## config.mk

```make
export PLATFORM = sky130hd
export DESIGN_NAME = spec_top
export DESIGN_NICKNAME = d
export VERILOG_FILES = /design/src/hw/spec_pkg.sv /design/src/hw/spec_top.sv
export SDC_FILE = /design/constraint.sdc
export NUM_CORES = 1
export LEC_CHECK = 0
export ABC_AREA = 1
export BUFFER_PORTS_ARGS = -buffer_cell sky130_fd_sc_hd__buf_2
export CAP_MARGIN = 25
export CORE_MARGIN = 4
export CORE_UTILIZATION = 60
export DETAILED_ROUTE_END_ITERATION = 7
export GPL_ROUTABILITY_DRIVEN = 0
export PLACE_DENSITY = 0.75
export SLEW_MARGIN = 10
export SYNTH_ARGS = -nofsm -noshare
export SYNTH_HDL_FRONTEND = slang
export SYNTH_SLANG_ARGS = --single-unit
```

## constraint.sdc

```tcl
create_clock -name CLK_SYS_IN -period 3.1 [get_ports CLK_SYS_IN]
set_clock_uncertainty 0.15 [all_clocks]
set_input_delay 0 -clock CLK_SYS_IN [delete_from_list [all_inputs] [get_ports CLK_SYS_IN]]
set_output_delay 0 -clock CLK_SYS_IN [all_outputs]
set_load 0.02 [all_outputs]
```

## src/hw/spec_pkg.sv

```systemverilog
package spec_pkg;
    // period interval limits in microseconds, plain defaults
    localparam int unsigned DISABLE_QUALIFY_INTERVAL_US = 100;
    localparam int unsigned ENABLE_QUALIFY_INTERVAL_US  = 50;
    localparam int unsigned CLK_MHZ                     = 50;
    localparam int unsigned DISABLE_QUALIFY_CYCLES = DISABLE_QUALIFY_INTERVAL_US * CLK_MHZ;
    localparam int unsigned ENABLE_QUALIFY_CYCLES  = ENABLE_QUALIFY_INTERVAL_US * CLK_MHZ;
    // least time the wake pin must sit below threshold before a cycle qualifies
    localparam int unsigned PCD_MIN_NS     = 200;
    localparam int unsigned PCD_MIN_CYCLES = (PCD_MIN_NS + 19) / 20;
    // wake pulse width and repeat period (33 kHz repeat)
    localparam int unsigned WAKE_PULSE_NS     = 1000;
    localparam int unsigned WAKE_PULSE_CYCLES = WAKE_PULSE_NS / 20;
    localparam int unsigned WAKE_REPEAT_NS    = 30000;
    localparam int unsigned WAKE_REPEAT_CYCLES = WAKE_REPEAT_NS / 20;
    localparam int unsigned DISABLE_RUN_COUNT  = 63;
    localparam int unsigned ENABLE_CUM_COUNT   = 32;
endpackage

```

## src/hw/spec_top.sv

```systemverilog
//////////////////////////////////////////////////////////////////////////////
// Functional notes
// after power-up the enable output stays released while periods are short
// pull enable output low after 63 consecutive periods above disable interval
// any period below the disable interval clears the disable run count
// once low, stay low until periods shorter than enable interval occur
// release enable output after 32 cumulative periods below enable interval
// while low, long periods never reset the re-enable count
// droop wake-up leaves enable output and both counts unchanged
// in either output state a droop raises wake alert on wake pin
// enable output is open drain: drive low or float, never drive high
// qualified cycle pulse only if wake pin stayed low past minimum time
// repeat wake pulses until a power cycle is seen or lockout
// everything held disabled while supply is under lockout
// period is time between qualified pulses, classified against both intervals
//////////////////////////////////////////////////////////////////////////////
module spec_top #(
    parameter int unsigned DISABLE_CYCLES = spec_pkg::DISABLE_QUALIFY_CYCLES,
    parameter int unsigned ENABLE_CYCLES  = spec_pkg::ENABLE_QUALIFY_CYCLES,
    parameter int unsigned PER_W          = 20
) (
    // clock and reset
    input  wire logic CLK_SYS_IN,
    input  wire logic RST_IN,
    // supply monitor
    input  wire logic UVLO_OK_IN,
    input  wire logic DROOP_IN,
    // wake pin sense and demag end
    input  wire logic WAKE_BELOW_IN,
    input  wire logic DEMAG_END_IN,
    // wake pin driver
    output logic      WAKE_OUT,
    output logic      WAKE_OE_OUT,
    // enable pin driver
    output logic      SECONDARY_ENABLE_OUT,
    output logic      SECONDARY_ENABLE_OE_OUT,
    // qualified cycle pulse
    output logic      POWER_CYCLE_DETECT_OUT
);
    typedef enum logic [1:0] {
        SPE_RELEASED = 2'b01,
        SPE_LOW      = 2'b10
    } spec_state_e;

    localparam int unsigned QW = 8;
    localparam int unsigned WW = 12;

    spec_state_e      state_ff;
    logic [QW-1:0]    below_cnt_ff;
    logic [PER_W-1:0] per_cnt_ff;
    logic             seen_first_ff;
    logic [5:0]       dis_cnt_ff;
    logic [5:0]       en_cnt_ff;
    logic             wake_req_ff;
    logic [WW-1:0]    wake_cnt_ff;
    logic             pcd_ff;
    logic             wake_drv_ff;
    logic             pcd_now;
    logic             is_long;
    logic             is_short;
    logic             demag_prev_ff;
    logic             demag_rise;
    logic             droop_prev_ff;
    logic             droop_rise;
    logic             wake_start;
    logic             release_now;

    //////////////////////////////////////////////////////////////////////////
    // qualifying timer on the wake pin
    always_ff @(posedge CLK_SYS_IN or posedge RST_IN) begin
        if (RST_IN) begin
            below_cnt_ff <= 8'h00;
        end else if (!UVLO_OK_IN || !WAKE_BELOW_IN || wake_drv_ff) begin
            below_cnt_ff <= 8'h00;
        end else if (below_cnt_ff <= QW'(spec_pkg::PCD_MIN_CYCLES)) begin
            below_cnt_ff <= below_cnt_ff + 8'h01;
        end
    end

    // only the leading edge of demag end counts, so a stretched strobe cannot
    // produce two detections in a row
    always_ff @(posedge CLK_SYS_IN or posedge RST_IN) begin
        if (RST_IN) begin
            demag_prev_ff <= 1'b0;
        end else begin
            demag_prev_ff <= DEMAG_END_IN;
        end
    end
    assign demag_rise = DEMAG_END_IN && !demag_prev_ff;

    // strictly longer than the minimum qualifying time
    assign pcd_now = UVLO_OK_IN && demag_rise &&
                     (below_cnt_ff > QW'(spec_pkg::PCD_MIN_CYCLES));

    always_ff @(posedge CLK_SYS_IN or posedge RST_IN) begin
        if (RST_IN) begin
            pcd_ff <= 1'b0;
        end else begin
            pcd_ff <= pcd_now;
        end
    end
    assign POWER_CYCLE_DETECT_OUT = pcd_ff;

    //////////////////////////////////////////////////////////////////////////
    // period measurement; saturates so very long gaps still count as long
    always_ff @(posedge CLK_SYS_IN or posedge RST_IN) begin
        if (RST_IN) begin
            per_cnt_ff    <= '0;
            seen_first_ff <= 1'b0;
        end else if (!UVLO_OK_IN) begin
            per_cnt_ff    <= '0;
            seen_first_ff <= 1'b0;
        end else if (pcd_now) begin
            per_cnt_ff    <= '0;
            seen_first_ff <= 1'b1;
        end else if (per_cnt_ff != '1) begin
            per_cnt_ff <= per_cnt_ff + PER_W'(1);
        end
    end

    assign is_long  = seen_first_ff && (per_cnt_ff > PER_W'(DISABLE_CYCLES));
    assign is_short = seen_first_ff && (per_cnt_ff < PER_W'(ENABLE_CYCLES));

    //////////////////////////////////////////////////////////////////////////
    // enable output state and counts; droop is not an input here
    always_ff @(posedge CLK_SYS_IN or posedge RST_IN) begin
        if (RST_IN) begin
            state_ff   <= SPE_RELEASED;
            dis_cnt_ff <= 6'h00;
            en_cnt_ff  <= 6'h00;
        end else if (!UVLO_OK_IN) begin
            state_ff   <= SPE_RELEASED;
            dis_cnt_ff <= 6'h00;
            en_cnt_ff  <= 6'h00;
        end else if (pcd_now && seen_first_ff) begin
            unique case (state_ff)
                SPE_RELEASED: begin
                    if (!is_long) begin
                        dis_cnt_ff <= 6'h00;
                    end else if (dis_cnt_ff == 6'(spec_pkg::DISABLE_RUN_COUNT - 1)) begin
                        state_ff   <= SPE_LOW;
                        dis_cnt_ff <= 6'h00;
                        en_cnt_ff  <= 6'h00;
                    end else begin
                        dis_cnt_ff <= dis_cnt_ff + 6'h01;
                    end
                end
                SPE_LOW: begin
                    // long periods leave the cumulative count alone
                    if (is_short) begin
                        if (en_cnt_ff == 6'(spec_pkg::ENABLE_CUM_COUNT - 1)) begin
                            state_ff  <= SPE_RELEASED;
                            en_cnt_ff <= 6'h00;
                        end else begin
                            en_cnt_ff <= en_cnt_ff + 6'h01;
                        end
                    end
                end
                default: begin
                    state_ff <= SPE_RELEASED;
                end
            endcase
        end
    end

    // the 32nd short period drops the switch on the same edge as the state
    assign release_now = pcd_now && is_short &&
                         (en_cnt_ff == 6'(spec_pkg::ENABLE_CUM_COUNT - 1));

    // open drain: data is always low, enable decides
    always_ff @(posedge CLK_SYS_IN or posedge RST_IN) begin
        if (RST_IN) begin
            SECONDARY_ENABLE_OUT    <= 1'b0;
            SECONDARY_ENABLE_OE_OUT <= 1'b0;
        end else begin
            SECONDARY_ENABLE_OUT    <= 1'b0;
            SECONDARY_ENABLE_OE_OUT <= UVLO_OK_IN && (state_ff == SPE_LOW) && !release_now;
        end
    end

    //////////////////////////////////////////////////////////////////////////
    // wake pulse train, independent of enable state
    // idle level of the droop flag is low, so the reset value cannot fake an edge
    always_ff @(posedge CLK_SYS_IN or posedge RST_IN) begin
        if (RST_IN) begin
            droop_prev_ff <= 1'b0;
        end else begin
            droop_prev_ff <= DROOP_IN;
        end
    end
    // a fresh droop in the gap of a running train starts a pulse at once
    assign droop_rise = DROOP_IN && !droop_prev_ff;
    assign wake_start = UVLO_OK_IN && droop_rise && !wake_drv_ff;

    // droop wins over a detection in the same cycle, so no alert is lost
    always_ff @(posedge CLK_SYS_IN or posedge RST_IN) begin
        if (RST_IN) begin
            wake_req_ff <= 1'b0;
            wake_cnt_ff <= '0;
        end else if (!UVLO_OK_IN) begin
            wake_req_ff <= 1'b0;
            wake_cnt_ff <= '0;
        end else if (wake_start) begin
            wake_req_ff <= 1'b1;
            wake_cnt_ff <= WW'(1);
        end else if (pcd_now && !DROOP_IN) begin
            wake_req_ff <= 1'b0;
            wake_cnt_ff <= '0;
        end else if (DROOP_IN || wake_req_ff) begin
            wake_req_ff <= 1'b1;
            if (wake_cnt_ff == WW'(spec_pkg::WAKE_REPEAT_CYCLES - 1)) begin
                wake_cnt_ff <= '0;
            end else begin
                wake_cnt_ff <= wake_cnt_ff + WW'(1);
            end
        end
    end

    // pulse width is bounded by the counter to limit switch dissipation
    always_ff @(posedge CLK_SYS_IN or posedge RST_IN) begin
        if (RST_IN) begin
            wake_drv_ff <= 1'b0;
            WAKE_OUT    <= 1'b0;
        end else begin
            wake_drv_ff <= wake_start || (UVLO_OK_IN && (DROOP_IN || (wake_req_ff && !pcd_now)) &&
                           (wake_cnt_ff < WW'(spec_pkg::WAKE_PULSE_CYCLES)));
            WAKE_OUT    <= 1'b0;
        end
    end
    assign WAKE_OE_OUT = wake_drv_ff;
endmodule

```

Yosys cells after proc, flatten, opt, wreduce, memory -nomap -nowiden
Cells that the tools add are included.
W data, S select, Z words.
{"block": "totals", "reg_bits": 61, "in_bits": 6, "output_inout_bits": 5, "word_cells": 108}
{"block": "op_classes", "n_addsub": 5, "order_cmp": 5, "eq_ne": 16, "muxes": 35, "n_reduce_logical": 34}
{"operator": "$mux W6", "count": 11}
{"operator": "$mux W12", "count": 5}
{"operator": "$mux W20", "count": 3}
{"operator": "$add A20 B1 Y20 const B", "count": 1}
{"operator": "$gt A20 B13 Y1 const B", "count": 1}
{"operator": "$lt A20 B12 Y1 const B", "count": 1}
{"operator": "$ne A20 B20 Y1 const B", "count": 1}
{"operator": "$logic_and A1 B1 Y1", "count": 17}
{"operator": "$mux W8", "count": 2}
{"operator": "$add A12 B1 Y12 const B", "count": 1}
{"operator": "$add A6 B1 Y6 const B", "count": 2}
{"operator": "$eq A12 B11 Y1 const B", "count": 1}
{"operator": "$lt A12 B6 Y1 const B", "count": 1}
{"operator": "$mux W2", "count": 6}
{"operator": "$ne A3 B3 Y1 const B", "count": 4}
{"operator": "$pmux W6 S2", "count": 1}
{"operator": "$reduce_and A5 Y1", "count": 2}
{"operator": "$add A8 B1 Y8 const B", "count": 1}
{"operator": "$gt A8 B4 Y1 const B", "count": 1}
{"operator": "$le A8 B4 Y1 const B", "count": 1}
{"operator": "$logic_not A1 Y1", "count": 8}
{"operator": "$eq A6 B5 Y1 const B", "count": 1}
{"operator": "$eq A6 B6 Y1 const B", "count": 1}
{"operator": "$mux W1", "count": 6}
{"operator": "9 further kinds", "count": 16}

Logic depth before layout (Yosys ltp)
Gate-level depths: netlist of the first run.
{"block": "depth", "depth_word": 10, "ltp_mapped": 14, "depth_no_buf": 14}

Least setup slack after synthesis of the first run
Ideal clock, no wire load.
{"block": "synth_path", "path_kind": "reg2reg", "from": "register below_cnt_ff[0]", "to": "register en_cnt_ff[2]", "setup_ns": 0.117, "arrival_ns": 1.534, "t_required_ns": 2.833, "slack_ns": 1.300, "stages_incl_launch_ff": 15, "period_less_slack_ns": 1.800, "path_cell_list": "dfrtp_1 inv_1 ha_1 inv_1 nand2_1 nand2_1 nand2_1 nand2_1 nand3_1 nand2_2 nand2_4 nor2_8 nand2_4 nand2_1 nand2_1"}
{"block": "synth_between", "elab_chain_cells": 5}
{"item": "from (decl)", "line": "spec_top.sv:49", "rtl": "logic [QW-1:0] below_cnt_ff;"}
{"item": "from (signal assigned)", "line": "spec_top.sv:76", "rtl": "below_cnt_ff <= below_cnt_ff + 8'h01;"}
{"item": "$gt A8 B4 Y1", "line": "spec_top.sv:93", "rtl": "(below_cnt_ff > QW'(spec_pkg::PCD_MIN_CYCLES));"}
{"item": "$logic_and A1 B1 Y1", "line": "spec_top.sv:92", "rtl": "assign pcd_now = UVLO_OK_IN && demag_rise &&"}
{"item": "$logic_and A1 B1 Y1", "line": "spec_top.sv:135", "rtl": "end else if (pcd_now && seen_first_ff) begin"}
{"item": "$ne A2 B1 Y1 (no line)"}
{"item": "$reduce_and A5 Y1 (no line)"}
{"item": "to (signal assigned)", "line": "spec_top.sv:155", "rtl": "en_cnt_ff <= en_cnt_ff + 6'h01;"}
{"item": "to (decl)", "line": "spec_top.sv:53", "rtl": "logic [5:0] en_cnt_ff;"}
No other way between the ends.
A chain may end at the register's enable or synchronous reset.

Final worst setup path of the first run
{"block": "layout_path", "from": "input UVLO_OK_IN", "to": "register per_cnt_ff[13]"}
{"block": "layout_between", "elab_chain_cells": 4}
{"item": "from (decl)", "line": "spec_top.sv:26", "rtl": "input wire logic UVLO_OK_IN,"}
{"item": "$logic_and A1 B1 Y1 (2 in series)", "line": "spec_top.sv:92"}
{"item": "$mux W20", "line": "spec_top.sv:113", "rtl": "end else if (pcd_now) begin"}
{"item": "$mux W20", "line": "spec_top.sv:110", "rtl": "end else if (!UVLO_OK_IN) begin"}
{"item": "to (signal assigned)", "line": "spec_top.sv:117", "rtl": "per_cnt_ff <= per_cnt_ff + PER_W'(1);"}
{"item": "to (decl)", "line": "spec_top.sv:50", "rtl": "logic [PER_W-1:0] per_cnt_ff;"}
Several ways; a longest one is shown, not always the timed one.

==> results of run 1 <==
[flip-flops by register name (all words and copies together), names as in the netlist, 2 cells and up]
| signal | count |
|---|---|
| dis_cnt_ff | 6 |
| state_ff | 2 |
| below_cnt_ff | 8 |
| wake_cnt_ff | 12 |
| en_cnt_ff | 6 |
| per_cnt_ff | 20 |
[stage by stage]
| stage | std cells | setup WS, ns | instance area [µm²] | total power (W) | utilization, % |
|---|---|---|---|---|---|
| 6_report | 639 | 0.804 | 4220 | 0.00183 | 66.8 |
| 5_1_grt | 639 | 0.592 | 4220 | 0.00192 | 66.8 |
| 4_1_cts | 639 | 0.830 | 4220 | 0.00184 | 66.8 |
| 3_5_place_dp | 619 | 0.873 | 3970 | 0.00112 | 62.9 |
| 3_3_place_gp | 618 | 0.949 | 3950 | 0.00111 | 62.6 |
| 2_1_floorplan | 542 | 1.30 | 3880 | 0.00106 | - |
[tightest hold or removal path, delay by kind of cell]
kind	cells	cell delay, ns
buffers and inverters	3	1.04
[layout by cell type (no fill, tap or decap), drive strengths merged]
cell type    instances
dfrtp               60
o21a                 1
ha                   8
or2                  3
dlygate4sd3          5
clkinv               3
nor3                24
nand4               18
o2111ai              1
nor4                 2
dfstp                1
nor3b                2
o21ai               36
inv                 74
bufinv               1
nand2              145
nand3b               3
buf                 12
o21bai               1
o22ai                1
nor2                61
nand3               73
a31o                 2
a21oi                3
xnor2                2
clkbuf              11
o31ai                2
conb                 2
xor2                 4
clkinvlp             1
[how the worst min path moves through the flow]
stage               slack [ns]             to          from
floorplan                -0.12  demag_prev_ff  DEMAG_END_IN
global placement         -0.01  demag_prev_ff  DEMAG_END_IN
detailed placement       -0.08  dis_cnt_ff[4]        RST_IN
CTS                        0.1  dis_cnt_ff[4]        RST_IN
global route              0.12  dis_cnt_ff[4]        RST_IN
finish                     0.1  dis_cnt_ff[5]        RST_IN
[layer usage]
metal / vias to the layer above / wire [µm] / global-route usage (%)
li1: 1788 / - / -
met1: 1620 / 3840 / 31.9
met2: 102 / 4030 / 38.3
met3: 21 / 403 / 5.68
met4: 0 / 200 / 10.6
met5: - / 0 / 0
[where the power goes]
part           internal [W]  switching, W  leakage (nW)  total (W)
Combinational     0.0000795      0.000181          1.12   0.000260
Clock              0.000407      0.000306         0.101   0.000713
Sequential         0.000830     0.0000225         0.834   0.000852
Total               0.00132      0.000509          2.06    0.00183
[cell type report]
type / instances / area, µm² / area share, %
well taps: 77 / 96.3 / 2.28
inverters: 75 / 282 / 6.67
flip-flops and latches: 61 / 1530 / 36.2
clock inverters: 4 / 47.5 / 1.13
clock buffers: 11 / 151 / 3.59
multi-input cells: 394 / 1980 / 47.0
repair buffers: 17 / 133 / 3.14
[cells by family after synthesis]
family / after synthesis
AOI/OAI and AO/OA: 47
xor gates and xnor gates: 6
adders and majority gates: 8
buffers and inverters: 87
DFF: 61
other: 1
and+or+nand+nor: 331
==> flow_results.org, run 1 <==
** Floorplanning
- Die H :: 88.3 µm
- Initial cell density of the core :: 61.3%
- The floorplan step set the die width to 88.3 µm.
- Row generation in the floorplan step produced 29 rows.
- Core area :: around 0.0063 mm²
- The die covers 0.00780 mm².
- Number of placed I/O pins :: 11

** Critical path
- Arrival time of data at the critical path endpoint :: about 2.4 ns
- The slowest stage of the critical path belongs to the cell sky130_fd_sc_hd__dlygate4sd3_1.
- In this run the worst setup path terminates at per_cnt_ff[13].
- Delay of the slowest critical-path stage :: about 0.52 ns
- List of cells traversed by the critical path :: dlygate4sd3_1, buf_2, inv_2, nor3b_4, nand2_1, buf_4, nand2_1, nor2_2, inv_2, o21ai_0
- Worst path buffer plus inverter count :: 5
- Grouping stages by cell kind, the critical path spends the most delay in buffers and inverters.
- STA classifies the critical path startpoint as an input pin.
- The worst setup path is captured at a flop.
- Number of cells on the critical path :: 10
- Reg-to-Reg Start :: below_cnt_ff[0]
- Counting cells, the worst reg-to-reg path comes to 13.
- Critical Path RT :: about 3.2 ns
- The setup check on the worst reg-to-reg path leaves a slack of 0.86 ns.
- The endpoint identified for the worst register-to-register timing path is per_cnt_ff[13].
- By startpoint and endpoint, the worst setup path is classified as input pin to flop.
- Of all nets on the critical path, the largest fanout is 21.
- The critical path starts at UVLO_OK_IN.

** Timing
- Derived from the worst setup path, the maximum achievable clock frequency is ~0.44 GHz.
- RSZ-0062 raised after global routing :: no
- Max-Slew Margin vs Limit :: between 60% and 70%
- On the final layout, the worst hold slack is around 0.099 ns.
- Max Slew Vio Count :: 0
- Part of the cycle the worst path needs :: 74.1%
- Slew @ Worst Pin :: about 0.54 ns
- The routed design could run at a clock period as short as ~2.3 ns.
- Total negative slack :: 0 ns
- Setup violations remaining at the end of the flow were counted as 0.
- The hold violation total from the final report was 0.

** Synth
- For this run, asynchronously set or reset flops after synthesis account for 100%.
- Primary FF master, synth :: sky130_fd_sc_hd__dfrtp_1
- Mux cell area share after synthesis :: 0%
- Of the synthesized area, sequential elements account for 39.5%.
- Summing the areas of all fa, ha and maj instances in the mapped netlist gives 2.58% of the synthesized area.
- Count of warnings emitted by yosys :: 0
- Count of cell types in the netlist :: 40
- After synthesis, the mean cell area works out to a little over 7 µm².
- After Yosys synthesis, and, or, nand and nor cells account for between 30% and 40% of the synthesized area.
- Synthesized netlist cell count :: between 500 and 600
- In this run the biggest area consumer among cell types represents between 30 and 40% of the synthesized area.
- Synth top cells by count :: sky130_fd_sc_hd__nand2_1 (137), sky130_fd_sc_hd__inv_1 (70), sky130_fd_sc_hd__nand3_1 (70)
- Summed over all instances, the cell type with the most area after synthesis is sky130_fd_sc_hd__dfrtp_1.
- The synthesized netlist devotes 1.36% of its cell area to XOR and XNOR gates.
- After synthesis, the largest family of logic cells by area is simple AND/OR/NAND/NOR gates.
- In this run, synthesis produced a sequential element count of between 60 and 70.
- Yosys instantiated no cell more often than sky130_fd_sc_hd__nand2_1.
- After synthesis the cells add up to between 0.003 and 0.004 mm².
- Area contributors post-synth :: sky130_fd_sc_hd__dfrtp_1 (39%), sky130_fd_sc_hd__nand2_1 (13%), sky130_fd_sc_hd__nand3_1 (9.0%), sky130_fd_sc_hd__inv_1 (6.8%), sky130_fd_sc_hd__nor2_1 (5.2%)
- Synth Area in Compound Gates :: 7.33%
- Yosys mapped a number of flops with a built-in enable equal to 0.

** CTS
- Once the clock tree was built, the resizer swapped 0 gates to a different size.
- In this run the clock root is driven by a sky130_fd_sc_hd__clkbuf_8.
- Clock insertion delay at the later pin of the skew report :: 0.35 ns
- In this run, post-CTS hold repair placed 5 buffers.
- The H-tree generated during clock tree synthesis spans 3 levels.
- The tree built by TritonCTS fans out to just over 60 sinks.
- Maximum clock insertion buffer count :: 2
- Post-CTS timing repair inserted 0 buffers for setup.
- Clock tree from TritonCTS :: done
- Total clock buffers created by CTS :: 9
- Clock transition time at the flip-flop clock pins of the worst setup and hold paths :: 0.07 ns

** Power
- Pwr dens :: 433 mW/mm²
- Across the VDD grid, the largest voltage drop is slightly above 0.3 mV.
- Leakage :: slightly above 2 nW

** Cells and area
- The net count of the finished layout is 572.
- Share of final-layout standard cells stronger than drive strength 1 :: between 10% and 20%
- Fill cells in the final layout number roughly 560.
- Synth-to-layout area growth :: 8.95%
- Diode count :: 0

** Detailed routing
- Number of iterations in the first detailed-routing pass :: 5
- Avg Vias per Cell :: 5.53
- After detailed routing, the average wire length per cell comes to between 10 and 15 µm.
- Routed wire length :: between 8000 and 9000 µm
- Count of routing violations after the opening detailed-route iteration :: between 200 and 250
- Post-route DRC :: 0
- For this block, the via count after detailed routing is around 3500.
- ANT nets after route :: 0

** GRT
- Global-route wire length before repair :: ~15000 µm
- The number of antenna violations at the first check in global routing came to 0.
- In the global route stage, overall resource usage came out at about 24%.
- The number of global-route vias before repair is ~3300.
- Aggregate global routing overflow :: 0
- Maximum number of pins on one net before global-route repair :: 28

** Place
- The wire-length estimate of the detail-placed layout is 6180 µm.
- Buffers placed on the I/O ports in this run total 8.

** Hold path
- Worst min path class :: input pin to asynchronous set/reset pin

** Run
- Number of maximum-capacitance constraint violations :: 0

** Run status
- The flow ran to the end, and the final reports show no timing, DRC or antenna violations.
Power figures use the tool's default switching activity.
==> run 2, diff against run 1 <==
CORE_UTILIZATION = 57   (was 60)
clock period = 2 ns   (was 3.1 ns; I/O delays follow)
==> run 2 against run 1 <==
Net effect:
- cell area increased by 4.7%
- count of clock-buffer cells in the layout decreased by 2
- critical path depth increased by 2
- clock power increased by 57%
- sequential power increased by 55%
==> flow_results.org, run 2 (synthesis results as in run 1) <==
** Power
- The part of the power in combinational logic came to 15.0% (+0.8 points).
- The portion of total power attributed to sequential cells is 45.9% (-0.8 points).
- The maximum vdd drop came to 0.528 mV (+74%).
- Pwr dens :: 651 mW/mm² (+50%)
- Switching fraction of total power :: 29.9% (+2.0 points)
- Power spent charging and discharging nets :: 0.000859 W (+69%)
- Clk pwr share :: 39.0% (about the same)
- Power Internal :: 0.00202 W (+53%)
- The leakage power was 2.14 nW (+4.1%).

** Cells and area
- Post-Layout Cell Count :: 657 (+2.8%)
- Biggest regs :: per_cnt_ff: 20 flops, wake_cnt_ff: 12 flops, below_cnt_ff: 8 flops
- The share of layout cells above drive strength 1 was 16.4% (+4.8 points).
- Number of flip-flops under the largest register name :: 20 (unchanged)
- per_cnt_ff holds more flip-flops than any other register.
- Final-stage net count :: 589 (+3.0%)
- The post-route cell area came to 0.00442 mm² (+4.7%).
- Diode count :: 0 (unchanged)
- Most frequent cells in the layout :: sky130_fd_sc_hd__nand2_1 (131), sky130_fd_sc_hd__nand3_1 (69), sky130_fd_sc_hd__inv_1 (68)
- Compared with the post-synthesis result, the final layout area differs by 14.1%.
- Leaving out fill and tap cells, the most frequent cell in the layout is sky130_fd_sc_hd__nand2_1.

** Detailed routing
- Average routed wire per standard cell :: 13.4 µm (+1.5%)
- Routed wire length :: 8830 µm (+4.3%)
- The number of nets with antenna violations after detailed routing was 0 (unchanged).
- The number of vias per cell after detailed routing came to 5.53 (about the same).
- The number of DRC violations after detailed routing is 0 (unchanged).
- The number of detailed-routing iterations run before antenna repair came to 5 (unchanged).
- Count of routing violations after the opening detailed-route iteration :: 271 (+25%)
- The number of vias after detailed routing came to 3630 (+2.8%).

** Critical path
- The data arrival at the endpoint of the critical path came to 2.01 ns (-0.34 ns).
- Delay of the slowest critical-path stage :: 0.43 ns (-0.09 ns)
- List of cells traversed by the critical path :: inv_2, ha_2, inv_1, nand2_1, nand2_1, nand2_1, nand2_2, nand2_1, nand2_2, nor2_4, clkinv_4, o21ai_0
- Type of destination of the critical path :: flop
- The largest fanout of any net on the critical path came to 10 (-52%).
- Counting stages on the worst path, the most repeated cell is sky130_fd_sc_hd__nand2_1.
- The largest individual stage delay along the critical path comes from the cell sky130_fd_sc_hd__dfrtp_1.
- Critical path type :: flop to flop
- The required time at the worst-slack endpoint came to 2.11 ns (-1.04 ns).
- Setup crit start kind :: flop

** GRT
- Antenna violations before repair :: 0 (unchanged)
- Aggregate global routing overflow :: 0 (unchanged)
- The total routing resource utilization after global routing is 22.1% (-2.2 points).
- Global-route wire length before repair :: 15100 µm (+1.2%)
- Maximum number of pins on one net before global-route repair :: 24 (-14%)
- The number of global-route vias before repair is 3433 (+3.8%).

** Place
- Worst Setup Slack post-DPL :: -0.105 ns (-0.978 ns)
- Number of cells after detailed placement :: 630 (+1.8%)
- Cell area reported after detailed placement :: 0.00404 mm² (+1.8%)
- Quantity of I/O buffers inserted on ports :: 8 (unchanged)
- Placed wire-length estimate :: 6310 µm (+2.1%)

** Run
- Number of maximum-capacitance constraint violations :: 0 (unchanged)

** Floorplanning
- The initial core utilization is 60.0% (-1.4 points).
- Number of placed I/O pins :: 11 (unchanged)
- Die Width :: 90.4 µm (+2.4%)
- Standard-cell row count :: 29 (unchanged)
- Die footprint :: 0.00818 mm² (+4.8%)
- Die H :: 90.4 µm (+2.4%)
- The core outline area was 0.00646 mm² (+2.3%).

** Timing
- The final total negative setup slack came to 0 ns (unchanged).
- Part of the cycle the worst path needs :: between 90% and 100%
- Number of failing hold endpoints at the final stage :: 0 (unchanged)
- After layout, the minimum clock period comes to roughly 1.9 ns.
- The number of pins exceeding their max-slew limit in the final report was 0 (unchanged).
- The total setup violations reported at the end of the flow was 0 (unchanged).
- Based on the critical path, the design can be clocked at up to roughly 0.52 GHz.
- Worst Slack Setup Final :: 0.0948 ns (-0.709 ns)

** CTS
- The clock transition time at the flip-flop clock pins of the worst setup and hold paths was 0.08 ns (about the same).
- The number of buffers added by the clock tree synthesis step was 9 (unchanged).
- Maximum level of the CTS H-tree :: 3 (unchanged)
- Clock insertion delay at the later pin of the skew report :: 0.34 ns (about the same)
- Clock root buffer master :: sky130_fd_sc_hd__clkbuf_8
- The maximum count of clock buffers along a single path was 2 (unchanged).
- The clock sink total is 61 (unchanged).
- TritonCTS built the clock tree.

** Hold path
- The tightest min-delay check is of the input pin to asynchronous set/reset pin type.

** Run status
- Status :: completed
==> run 2: changes by cell type in the layout (fill, tap and decap cells not counted), sizes merged <==
| cell | change |
|---|---|
| clkinv | +1 |
| clkbuf | -2 |
| buf | +15 |
| inv | +3 |
| nand2 | +1 |
==> run 2: what timing repair did <==
action	in CTS	in global routing
resized for setup	2	20
endpoints found under the hold margin	55	0
setup buffers	0	4
cloned	0	2
pin swaps	0	6
endpoints found under the setup margin	27	46
hold buffers	5	0
==> run 2: final timing paths <==
check / from / slack [ns] / cells past startpoint / end
max: below_cnt_ff[0] / 0.09 / 12 / per_cnt_ff[0]
min: RST_IN / 0.07 / 3 / dis_cnt_ff[2]
max reg2reg: below_cnt_ff[0] / 0.09 / 12 / per_cnt_ff[0]
min reg2reg: state_ff[0] / 0.33 / 2 / state_ff[0]
max in group asynchronous: RST_IN / 0.92 / 4 / per_cnt_ff[0]
min in group CLK_SYS_IN: DEMAG_END_IN / 0.17 / 2 / demag_prev_ff
==> run 2: layer usage <==
| layer | part of all wire, % | vias to the layer above | GRT usage (%) |
|---|---|---|---|
| met4 | 1.3 | 0 | 6.89 |
| li1 | - | 1828 | - |
| met2 | 50 | 99 | 37.8 |
| met1 | 45 | 1688 | 27.7 |
| met5 | 0 | - | 0 |
| met3 | 3.8 | 15 | 5.08 |
==> run 2: stage by stage <==
| stage | hold slack, ns | util [%] | power [W] |
|---|---|---|---|
| finish | 0.0746 | 68.4 | 0.00287 |
| detailed placement | -0.102 | 62.6 | 0.00175 |
| global route | 0.101 | 68.4 | 0.00303 |
| global placement | -0.107 | 62.6 | 0.00174 |
| floorplan | -0.119 | - | 0.00165 |
| CTS | 0.0667 | 66.6 | 0.00289 |
==> run 2: layout make-up <==
| type | count | area [µm²] |
|---|---|---|
| repair inverters | 1 | 6.26 |
| clock inverters | 7 | 81.3 |
| fillers | 548 | 2040 |
| flip-flops and latches | 61 | 1530 |
| well taps | 77 | 96.3 |
| inverters | 75 | 288 |
| multi-input cells | 395 | 2050 |
| clock buffers | 9 | 124 |
| repair buffers | 32 | 245 |
==> run 2: worst max-delay path: cells and delay by family (launching register included) <==
| family | cells | cell delay [ns] |
|---|---|---|
| and+or+nand+nor | 7 | 0.68 |
| AOI/OAI and AO/OA | 1 | 0.15 |
| buffers and inverters | 3 | 0.24 |
| adders and majority gates | 1 | 0.16 |
| DFF | 1 | 0.43 |
==> run 2: power groups by stage <==
stage	Sequential [W]	Clock [W]	Combinational, W
3_5_place_dp	0.00134	0	0.000405
4_1_cts	0.00132	0.00116	0.000414
2_1_floorplan	0.00134	0	0.000309
5_1_grt	0.00133	0.00121	0.000495
3_3_place_gp	0.00134	0	0.000396
6_report	0.00132	0.00112	0.000432
==> run 3, diff against run 2 <==
ABC_CLOCK_PERIOD_IN_PS = 2000   (was unset)
BUFFER_PORTS_ARGS = -buffer_cell sky130_fd_sc_hd__buf_4   (was -buffer_cell sky130_fd_sc_hd__buf_2)
==> run 3 against run 2 <==
Net effect:
- fmax increased by 1.9%
- hold slack improved by 0.057 ns
- critical path depth down 3
==> flow_results.org, run 3 (synthesis results as in run 1) <==
** Critical path
- Type of destination of the critical path :: flop
- The worst register-to-register path begins at per_cnt_ff[0].
- STA classifies the critical path startpoint as a flop.
- The data arrival at the endpoint of the critical path was 1.98 ns (-0.03 ns).
- Capture instance of the worst register-to-register path :: per_cnt_ff[0]
- Peak fanout along the critical path :: 19 (+9)
- Critical Path RT :: 2.11 ns (about the same)
- The setup path with the least slack is of type flop to flop.
- The slack of the worst reg-to-reg path came to 0.13 ns (+0.03 ns).
- Worst Reg2Reg Path Length in Cells :: 9 (-3)

** Floorplanning
- The total I/O pin count was 11 (unchanged).
- The die boundary width was 90.4 µm (unchanged).
- Die H :: 90.4 µm (unchanged)
- Initial cell density of the core :: 60.0% (unchanged)
- The die outline area is 0.00818 mm² (unchanged).
- Core area :: 0.00646 mm² (unchanged)
- Standard-cell row count :: 29 (unchanged)

** Place
- Quantity of I/O buffers inserted on ports :: 8 (unchanged)
- Worst Setup Slack post-DPL :: 0.0346 ns (+0.140 ns)
- The standard cell area after detailed placement came to 0.00405 mm² (+0.12%).
- The sum of net half-perimeters after detailed placement came to 6170 µm (-2.3%).
- The number of placed cells counting well taps came to 628 (-0.32%).

** Power
- Maximum VDD drop :: 0.507 mV (-3.9%)
- The part of the power in combinational logic came to 15.5% (+0.5 points).
- Clk pwr share :: 38.7% (-0.3 points)
- The portion of total power attributed to sequential cells is 45.9% (about the same).
- Leakage :: 2.13 nW (-0.40%)
- The cell-internal power came to 0.00202 W (+0.29%).
- Power spent charging and discharging nets :: 0.000861 W (+0.18%)
- The fraction of power spent switching nets was 29.9% (about the same).
- Pwr dens :: 660 mW/mm² (+1.3%)

** CTS
- Maximum clock insertion buffer count :: 2 (unchanged)
- Clock tree synthesis selected as its root buffer the cell sky130_fd_sc_hd__clkbuf_8.
- The clock latency reported for the late side of the worst-skew pair is 0.35 ns (about the same).
- TritonCTS built the clock tree.
- # clock sinks :: 61 (unchanged)
- Total clock buffers created by CTS :: 9 (unchanged)
- The total number of H-tree levels came to 3 (unchanged).
- Clock transition time at the flip-flop clock pins of the worst setup and hold paths :: 0.07 ns (about the same)

** Detailed routing
- The average wire per standard cell was 13.2 µm (-2.0%).
- Wire length on met3 :: 372 µm (+10%)
- Met2 WL :: 4250 µm (-3.7%)
- Post-route DRC :: 0 (unchanged)
- Met1 Routed Length :: 3890 µm (-2.0%)
- The number of vias after detailed routing came to 3575 (-1.5%).
- The number of nets with antenna violations after detailed routing is 0 (unchanged).
- Avg Vias per Cell :: 5.45 (-1.4%)
- The highest metal layer carrying signal wires in the routed design is met4.
- Count of routing violations after the opening detailed-route iteration :: 144 (-47%)
- Number of iterations in the first detailed-routing pass :: 5 (unchanged)
- The sum of routed wire length over all layers was 8650 µm (-2.1%).

** Cells and area
- The largest registers in the layout are per_cnt_ff: 20 flops, wake_cnt_ff: 12 flops, below_cnt_ff: 8 flops.
- Most common cell after layout, fill and taps aside :: sky130_fd_sc_hd__nand2_1
- From synthesis to final layout, the design area changed by 12.8%.
- The final non-filler cell total is 656 (-0.15%).
- Most frequent cells in the layout :: sky130_fd_sc_hd__nand2_1 (135), sky130_fd_sc_hd__nand3_1 (69), sky130_fd_sc_hd__inv_1 (68)
- Share of final-layout standard cells stronger than drive strength 1 :: 15.2% (-1.2 points)
- The count of inserted antenna diode cells was 0 (unchanged).
- Layout Cell Area excl Fill :: 0.00437 mm² (-1.1%)
- The final net count is 588 (-0.17%).
- The register with the most flip-flops in the final layout is per_cnt_ff.
- Number of flip-flops under the largest register name :: 20 (unchanged)

** GRT
- The number of global-route vias before repair came to 3444 (+0.32%).
- Aggregate global routing overflow :: 0 (unchanged)
- The total routing resource utilization after global routing was 22.1% (+0.026 points).
- Maximum number of pins on one net before global-route repair :: 32 (+33%)
- Global-route wire length before repair :: 15000 µm (-0.50%)
- Antenna violations before repair :: 0 (unchanged)

** Timing
- Total negative slack :: 0 ns (unchanged)
- The hold violation total from the final report is 0 (unchanged).
- Part of the cycle the worst path needs :: 93.5% (-1.7 points)
- The final period demand of the worst path came to 1.87 ns (-0.0347 ns).
- The worst setup slack after layout came to 0.129 ns (+0.0347 ns).
- The total setup violations reported at the end of the flow is 0 (unchanged).
- The maximum clock frequency was 0.535 GHz (+1.9%).
- Max Slew Vio Count :: 0 (unchanged)

** Run
- The max-capacitance violation count was 0 (unchanged).

** Run status
- The run finished with clean final reports.

** Hold path
- The tightest min-delay check is of the input pin to asynchronous set/reset pin type.
run 3: cell types whose count changed in the layout (fill, tap and decap cells not counted), sizes merged:
cell	change
inv	-2
buf	-1
clkbuf	+1
clkinv	+1
clkinvlp	+1
nand2	-1
run 3: worst max path at each step:
stage	from	endpoint	slack, ns	cells after the start
after global routing	per_cnt_ff[0]	per_cnt_ff[0]	-0.004	9
after global placement	per_cnt_ff[0]	en_cnt_ff[0]	0.06	14
after detailed placement	per_cnt_ff[0]	en_cnt_ff[4]	0.03	14
after CTS	per_cnt_ff[0]	state_ff[1]	0.001	14
after floorplan	below_cnt_ff[0]	en_cnt_ff[2]	0.20	14
final	per_cnt_ff[0]	per_cnt_ff[0]	0.13	9
run 3: critical path, cell delays in order (launching register included):
cell and delay [ns]:
sky130_fd_sc_hd__dfrtp_2 0.42, sky130_fd_sc_hd__ha_1 0.18, sky130_fd_sc_hd__nand2_1 0.12, sky130_fd_sc_hd__nor2_4 0.14, sky130_fd_sc_hd__nand2_2 0.09, sky130_fd_sc_hd__nor2_2 0.17
sky130_fd_sc_hd__nand2_2 0.10, sky130_fd_sc_hd__nor2_2 0.14, sky130_fd_sc_hd__inv_4 0.12, sky130_fd_sc_hd__o21ai_0 0.16
run 3: what timing repair did:
| item | in CTS | in global routing |
|---|---|---|
| endpoints found under the setup margin | 0 | 38 |
| buffers inserted | 0 | 6 |
| hold endpoints to repair | 84 | 0 |
| hold buffers | 5 | 0 |
| gates resized for setup | 0 | 10 |
run 3: power groups by stage:
stage / Sequential [W] / Combinational (W) / Clock (W)
2_1_floorplan: 0.00134 / 0.000309 / 0
3_3_place_gp: 0.00134 / 0.000400 / 0
3_5_place_dp: 0.00134 / 0.000409 / 0
4_1_cts: 0.00132 / 0.000421 / 0.00114
5_1_grt: 0.00133 / 0.000500 / 0.00121
6_report: 0.00132 / 0.000446 / 0.00111
run 3: routing by layer:
metal	vias up	GRT usage [%]
met1	1651	28.0
met3	17	4.75
met5	-	0
met4	0	8.55
li1	1814	-
met2	93	37.0
run 3: per-stage QoR:
| step | total power, W | utilization [%] | hold WS [ns] |
|---|---|---|---|
| floorplan | 0.00165 | - | -0.119 |
| global placement | 0.00174 | 62.6 | -0.0407 |
| detailed placement | 0.00175 | 62.6 | -0.0363 |
| CTS | 0.00288 | 66.5 | 0.143 |
| global route | 0.00304 | 67.6 | 0.166 |
| finish | 0.00288 | 67.6 | 0.132 |
run 3: cell type report:
class                   count  area, µm²
repair buffers             32        250
clock buffers               9        124
repair inverters            1       5.00
inverters                  75        288
fillers                   565       2090
flip-flops and latches     61       1530
well taps                  77       96.3
clock inverters             7       75.1
multi-input cells         394       2000
